--- config.mk ---
export PLATFORM = sky130hd
export DESIGN_NAME = output_compare_pwm_channel
export DESIGN_NICKNAME = d
export VERILOG_FILES = /design/src/rtl/ocmp_pkg.sv /design/src/rtl/output_compare_pwm_channel.sv /design/src/rtl/pin_sync.sv
export SDC_FILE = /design/constraint.sdc
export NUM_CORES = 1
export LEC_CHECK = 0
export BUFFER_PORTS_ARGS = -buffer_cell sky130_fd_sc_hd__clkbuf_2
export CAP_MARGIN = 0
export CORE_ASPECT_RATIO = 0.75
export CORE_MARGIN = 1.5
export CORE_UTILIZATION = 50
export DETAILED_ROUTE_END_ITERATION = 8
export GPL_ROUTABILITY_DRIVEN = 0
export PLACE_DENSITY_LB_ADDON = 0.2
export SYNTH_ARGS = -nofsm -noshare
export SYNTH_HDL_FRONTEND = slang
export SYNTH_SLANG_ARGS = --single-unit
--- constraint.sdc ---
create_clock -name clk -period 9.2 [get_ports clk]
set_clock_uncertainty 0.05 [all_clocks]
set_input_delay 0.92 -clock clk [delete_from_list [all_inputs] [get_ports clk]]
set_output_delay 0.92 -clock clk [all_outputs]
set_load 0.005 [all_outputs]
--- src/rtl/ocmp_pkg.sv ---
// Purpose: Shared constants and types for the compare channel
// Assumes: 16-bit timers, 3-bit compare mode field
// Notes:   Offsets are bit positions inside the control word
package ocmp_pkg;

    localparam int unsigned CNT_W          = 16;
    localparam int unsigned MODE_POS       = 0;
    localparam int unsigned TSEL_POS       = 3;
    localparam int unsigned FLT_POS        = 4;
    localparam logic [15:0] CTRL_RESET     = 16'h0000;
    localparam logic [15:0] CMP_RESET      = 16'h0000;
    localparam logic [15:0] DUTY_ZERO      = 16'h0000;
    localparam int unsigned OSC_PER_COUNT  = 4;
    localparam int unsigned PIN_SYNC_STAGES = 3;

    // Compare mode field encodings
    typedef enum logic [2:0] {
        MODE_OFF    = 3'b000,
        MODE_LOW    = 3'b001,
        MODE_HIGH   = 3'b010,
        MODE_TOGGLE = 3'b011,
        MODE_SINGLE = 3'b100,
        MODE_CONT   = 3'b101,
        MODE_PWM    = 3'b110,
        MODE_PWMFLT = 3'b111
    } cmp_mode_e;

    // One timer time base as seen by the channel
    typedef struct packed {
        logic [15:0] count;   // timer_count
        logic [15:0] period;  // period_register
        logic        inc;     // One-cycle increment strobe
    } timebase_s;

endpackage : ocmp_pkg

--- src/rtl/output_compare_pwm_channel.sv ---
// Purpose: One output compare / PWM channel driving one pin
// Assumes: Timers live outside; each gives count, period and inc strobe
// Notes:   Pin enable is active low; high impedance when enable is high
`timescale 1ns/1ps
module output_compare_pwm_channel
    import ocmp_pkg::*;
(
    input  wire logic        clk,
    input  wire logic        nrst,
    input  wire timebase_s   timer_a,
    input  wire timebase_s   timer_b,
    input  wire logic [15:0] ctrl_wdata,
    input  wire logic        ctrl_we,
    input  wire logic [15:0] main_wdata,
    input  wire logic        main_we,
    input  wire logic [15:0] sec_wdata,
    input  wire logic        sec_we,
    input  wire logic        irq_clear,
    input  wire logic        fault_input_pin_n,
    output logic [15:0]      compare_control_reg,
    output logic [15:0]      compare_main_reg,
    output logic [15:0]      compare_secondary_reg,
    output logic             compare_irq_flag,
    output logic             timer_a_irq_set,
    output logic             timer_b_irq_set,
    output logic             compare_output_pin,
    output logic             compare_output_oe_n
);

    ////////////////////////////////////////////////////////////////////
    // Control state
    ////////////////////////////////////////////////////////////////////
    cmp_mode_e   mode_q;
    logic        timer_select_q;
    logic        fault_flag_q;
    logic [15:0] main_q;
    logic [15:0] sec_q;
    logic        pin_q;
    logic        pulse_done_q;
    logic        irq_q;
    logic        ta_irq_q;
    logic        tb_irq_q;
    logic        fault_lvl;

    pin_sync #(
        .RESET_VAL (1'b1)
    ) u_fault_sync (
        .clk       (clk),
        .nrst      (nrst),
        .pin_in    (fault_input_pin_n),
        .level_out (fault_lvl)
    );

    ////////////////////////////////////////////////////////////////////
    // Time base selection
    ////////////////////////////////////////////////////////////////////
    timebase_s tb;
    logic      is_pwm;
    logic      match_main;
    logic      match_sec;
    logic      rollover;
    logic      step;

    // Select bit cleared picks timer A
    assign tb = timer_select_q ? timer_b : timer_a;
    assign is_pwm = (mode_q == MODE_PWM) || (mode_q == MODE_PWMFLT);
    assign step = tb.inc;
    assign match_main = step && (tb.count == main_q);
    assign match_sec  = step && (tb.count == sec_q);
    // Count at period: next increment clears the timer
    assign rollover = step && (tb.count == tb.period);

    ////////////////////////////////////////////////////////////////////
    // Control word writes and fault flag
    ////////////////////////////////////////////////////////////////////
    always_ff @(posedge clk) begin
        if (!nrst) begin
            mode_q         <= MODE_OFF;
            timer_select_q <= CTRL_RESET[TSEL_POS];
        end else if (ctrl_we) begin
            mode_q         <= cmp_mode_e'(ctrl_wdata[MODE_POS +: 3]);
            timer_select_q <= ctrl_wdata[TSEL_POS];
        end
    end

    // Fault set wins; clears only once pin is high and mode rewritten
    always_ff @(posedge clk) begin
        if (!nrst) begin
            fault_flag_q <= 1'b0;
        end else if (mode_q == MODE_PWMFLT && !fault_lvl) begin
            fault_flag_q <= 1'b1;
        end else if (ctrl_we && fault_lvl) begin
            fault_flag_q <= 1'b0;
        end
    end

    ////////////////////////////////////////////////////////////////////
    // Compare registers
    ////////////////////////////////////////////////////////////////////
    // Main is read-only in PWM; rollover latches buffered duty
    always_ff @(posedge clk) begin
        if (!nrst) begin
            main_q <= CMP_RESET;
        end else if (is_pwm && rollover) begin
            main_q <= sec_q;
        end else if (main_we && !is_pwm) begin
            main_q <= main_wdata;
        end
    end

    always_ff @(posedge clk) begin
        if (!nrst) begin
            sec_q <= CMP_RESET;
        end else if (sec_we) begin
            sec_q <= sec_wdata;
        end
    end

    ////////////////////////////////////////////////////////////////////
    // Pin state machine per mode
    ////////////////////////////////////////////////////////////////////
    always_ff @(posedge clk) begin
        if (!nrst) begin
            pin_q <= 1'b0;
        end else begin
            case (mode_q)
                MODE_OFF: begin
                    pin_q <= 1'b0;
                end
                MODE_LOW: begin
                    // No match on wrap means no change
                    if (match_main) pin_q <= 1'b0;
                end
                MODE_HIGH: begin
                    if (match_main) pin_q <= 1'b1;
                end
                MODE_TOGGLE: begin
                    if (match_main) pin_q <= !pin_q;
                end
                MODE_SINGLE, MODE_CONT: begin
                    if (match_sec && (pin_q || !pulse_done_q)) begin
                        pin_q <= 1'b0;
                    end else if (match_main && !pulse_done_q) begin
                        pin_q <= 1'b1;
                    end
                end
                default: begin
                    // PWM: set at rollover unless the new duty is zero, cleared on duty match
                    if (rollover) begin
                        pin_q <= (main_q != DUTY_ZERO) ||
                                 (sec_q != DUTY_ZERO);
                        if (sec_q == DUTY_ZERO) pin_q <= 1'b0;
                        if (sec_q > tb.period) pin_q <= 1'b1;
                    end else if (match_main && main_q <= tb.period) begin
                        pin_q <= 1'b0;
                    end
                end
            endcase
        end
    end

    // Single-pulse mode fires once until the mode is written again
    always_ff @(posedge clk) begin
        if (!nrst) begin
            pulse_done_q <= 1'b0;
        end else if (ctrl_we) begin
            pulse_done_q <= 1'b0;
        end else if (mode_q == MODE_SINGLE && match_sec && pin_q) begin
            pulse_done_q <= 1'b1;
        end
    end

    ////////////////////////////////////////////////////////////////////
    // Event flags
    ////////////////////////////////////////////////////////////////////
    logic cmp_event;
    assign cmp_event = !is_pwm && mode_q != MODE_OFF &&
                       (match_main || (mode_q[2] && match_sec));

    // Sticky compare flag, set wins over clear; never set in PWM
    always_ff @(posedge clk) begin
        if (!nrst) begin
            irq_q <= 1'b0;
        end else if (cmp_event) begin
            irq_q <= 1'b1;
        end else if (irq_clear) begin
            irq_q <= 1'b0;
        end
    end

    // One-cycle set pulses for the selected timer's flag
    always_ff @(posedge clk) begin
        if (!nrst) begin
            ta_irq_q <= 1'b0;
            tb_irq_q <= 1'b0;
        end else begin
            ta_irq_q <= is_pwm && rollover && !timer_select_q;
            tb_irq_q <= is_pwm && rollover && timer_select_q;
        end
    end

    ////////////////////////////////////////////////////////////////////
    // Outputs
    ////////////////////////////////////////////////////////////////////
    always_comb begin
        compare_control_reg = CTRL_RESET;
        compare_control_reg[MODE_POS +: 3] = mode_q;
        compare_control_reg[TSEL_POS] = timer_select_q;
        compare_control_reg[FLT_POS] = fault_flag_q;
    end

    assign compare_main_reg      = main_q;
    assign compare_secondary_reg = sec_q;
    assign compare_irq_flag      = irq_q;
    assign timer_a_irq_set       = ta_irq_q;
    assign timer_b_irq_set       = tb_irq_q;
    assign compare_output_pin    = pin_q;
    // Tri-state while faulted in mode 111
    assign compare_output_oe_n   = (mode_q == MODE_OFF) ||
                                   (fault_flag_q && mode_q == MODE_PWMFLT);
endmodule : output_compare_pwm_channel

--- src/rtl/pin_sync.sv ---
// Purpose: Three-stage synchroniser for an asynchronous pin
// Assumes: Single clock clk, synchronous active-low reset
// Notes:   Output changes once stages two and three agree
`timescale 1ns/1ps
module pin_sync
    import ocmp_pkg::*;
#(
    parameter logic RESET_VAL = 1'b1
) (
    input  wire logic clk,
    input  wire logic nrst,
    input  wire logic pin_in,
    output logic      level_out
);

    logic [PIN_SYNC_STAGES-1:0] sync_q;
    logic                       level_q;

    // Shift chain; stage zero feeds stage one only
    always_ff @(posedge clk) begin
        if (!nrst) begin
            sync_q <= {PIN_SYNC_STAGES{RESET_VAL}};
        end else begin
            sync_q <= {sync_q[PIN_SYNC_STAGES-2:0], pin_in};
        end
    end

    // Accept a change only when the last two stages agree
    always_ff @(posedge clk) begin
        if (!nrst) begin
            level_q <= RESET_VAL;
        end else if (sync_q[1] == sync_q[2]) begin
            level_q <= sync_q[2];
        end
    end

    assign level_out = level_q;

endmodule : pin_sync

==> impl_metrics.ini <==
[outcome]
status = finished clean

[pwr]
power_switching_w = 0.000185
p_comb_share_pct = 32.0
p_int_w = 0.000345
clkPwrFrac_pct = 24.8
p_leak_nw = 2.07
powerDensity_nw_per_um2 = 113
vdd_drop_max_v = 0.000103
finalPower_w = 0.000530
p_sw_share_pct = 35.0
seqPwrFrac_pct = 43.2

[clock_network]
cts_made_buffers = 5
cts.hold.buffers_added = 0
cts_buffer_depth = 2
cts_resized = 0
post-cts-setup-buffers = 0
clock_latency_ps = 310
root_buffer = clkbuf_8
h-tree-depth = 2
cts_sinks = 46
cts_tree = yes
clk_pin_slew_ps = 90

[critical_path]
path_max_fanout = 40
cp-start-kind = register
rrSetupSlack_ps = 5700
required_ps = 9350
reg2regPathDepth = 8
r2r_start = timer_select_q
crit_type = reg2reg
worst_r2r_endpoint = compare_main_reg[9]
critPathArrivalTime_ps = 3650
cp-end-kind = register

[logic_synthesis]
syn_area_sq_um = 3890
ys_warn_count = 0
async_reset_ff_share_pct = 0
synth.yosys.seq_area_share_pct = 23.7
ys_types = 51
avgSynthCellArea_sq_um = 8.93
synthFlopType = dfxtp_1
syn_inst = 436
ys_ff_latch = 46
synth_edf_count = 0

[run]
drv_cap = 0

[sta]
period_share_pct = 38.0
fmax_mhz = 286
rsz0062_at_grt = false
setup_viol = 0
hold_viol = 0
worst_slew_pin_slew_ps = 1170
fin_crit_ps = 3500
maxSlewHeadroom_pct = 21.3
slew_viol_final = 0
hold_ws_ps = 369
fin_ws_ps = 5700
fin_setup_tns_ps = 0

[cells_and_area]
drive_above_1_share_pct = 32.2
layout_common_cells = 150 x clkbuf_2, 49 x xnor2_1, 45 x dfxtp_1
fill_cells = 654
register_area_sq_um = 922
multiInputGateArea_sq_um = 2760
final_common_cell = clkbuf_2
diodes = 0
instances_no_fill = 675
layout.nets = 726
syn_to_final_growth_pct = 20.7

[floorplan]
initial_utilization_pct = 52.4
placementRows = 27
die_height_um = 79.4
die_x_um = 105
io_pins = 174
fp.dieArea_sq_um = 8330
coreArea_sq_um = 7430

[routing]
via_per_inst = 5.89
wirelength_mm = 12.2
drt_iter0_drc = 289
avgRoutedWirePerCell_um = 18.0
num_vias = 3976
drc_errors = 0
drtPass1Iterations = 5
ant_nets = 0

[global_routing]
first_global_vias = 3697
grt_max_degree = 43
grt_antenna_before_repair = 0
grt_pass1_wl_mm = 18.8
grt.total_usage_pct = 28.9
grt_overflow = 0

[hold_path]
hp-class = reg2reg
hold_path_depth = 1
worstHoldStart = u_fault_sync.sync_q[0]
holdPathEnd = u_fault_sync.sync_q[1]

[placed_design]
dpl_worst_slack_ps = 5720
dpl.hpwl_mm = 9.89
dp_cells = 667
numPortBuffers = 150
## Yosys cell counts, types with 4 or more instances
master	number	share of area, %
dfxtp_1	46	24
nor3_1	4	0.51
or3_1	4	0.64
inv_1	11	1.1
nor4_1	16	2.6
mux2i_1	44	11
nor2_1	31	3.0
nand2_1	15	1.4
xnor2_1	49	11
nand4_1	14	2.2
or3b_2	9	2.0
buf_4	13	2.5
clkbuf_1	11	1.1
a21oi_1	35	4.5
o21ai_0	4	0.51
ha_1	32	10
nand3_1	10	1.3
xor2_1	6	1.3
a22oi_1	16	3.1
mux2i_2	7	2.5
nand2b_1	8	1.3
or3b_1	6	1.3
## per-layer routing
layer  global-route usage, %  up-vias  routed length [um]
li1                        -     1868                   -
met1                    41.1     1851                5340
met2                    44.3      237                5140
met3                    6.78       20                1470
met4                    6.71        0                 207
met5                       0        -                   0
## power groups by stage
| stage | Clock, W | Sequential, W | Combinational [W] |
|---|---|---|---|
| 2_1_floorplan | 0 | 0.000226 | 0.000110 |
| 3_3_place_gp | 0 | 0.000232 | 0.000160 |
| 3_5_place_dp | 0 | 0.000233 | 0.000167 |
| 4_1_cts | 0.000135 | 0.000228 | 0.000168 |
| 5_1_grt | 0.000141 | 0.000230 | 0.000186 |
| 6_report | 0.000132 | 0.000229 | 0.000170 |
## stage by stage
step	area, sq um	util (%)
6_report	4700	63.2
5_1_grt	4700	63.2
4_1_cts	4700	63.2
3_5_place_dp	4610	62.0
3_3_place_gp	4610	62.0
2_1_floorplan	3930	-
## critical path, cell delays in order, from the launching register on
cell and delay (ps):
dfxtp_2 400, buf_4 540, mux2i_1 490, xor2_1 130, nor2_1 190, o2111ai_2 270, nor2_2 900, a22oi_1 180
a21oi_1 210
## how the worst max path moves through the flow
stage / slack [ps] / endpoint / from
6_report: 5700 / compare_main_reg[9] / timer_select_q
5_1_grt: 5400 / compare_main_reg[4] / timer_select_q
4_1_cts: 5770 / compare_main_reg[9] / timer_select_q
3_5_place_dp: 5720 / compare_main_reg[9] / timer_a[18]
3_3_place_gp: 5780 / compare_main_reg[12] / timer_a[18]
2_1_floorplan: 6100 / compare_output_pin / timer_select_q
## cells by family (layout without fill, tap and decap cells)
family / count (synthesis) / in the layout / share of synthesized area [%]
DFF: 46 / 46 / 23.7
muxes: 54 / 54 / 15.2
other: 1 / 11 / 0.0963
xor gates and xnor gates: 55 / 55 / 12.4
buffers and inverters: 43 / 171 / 6.52
adders and majority gates: 32 / 32 / 10.3
AOI/OAI and AO/OA: 77 / 77 / 12.9
and+or+nand+nor: 128 / 128 / 18.9
## final cells by class
type                    count  area share, %
clock buffers               5           1.46
clock inverters             3          0.506
inverters                  12          0.958
multi-input cells         357           58.6
flip-flops and latches     46           19.6
well taps                 101           2.69
repair buffers            151           16.1
Note: power is estimated with default switching activity, not from simulation.
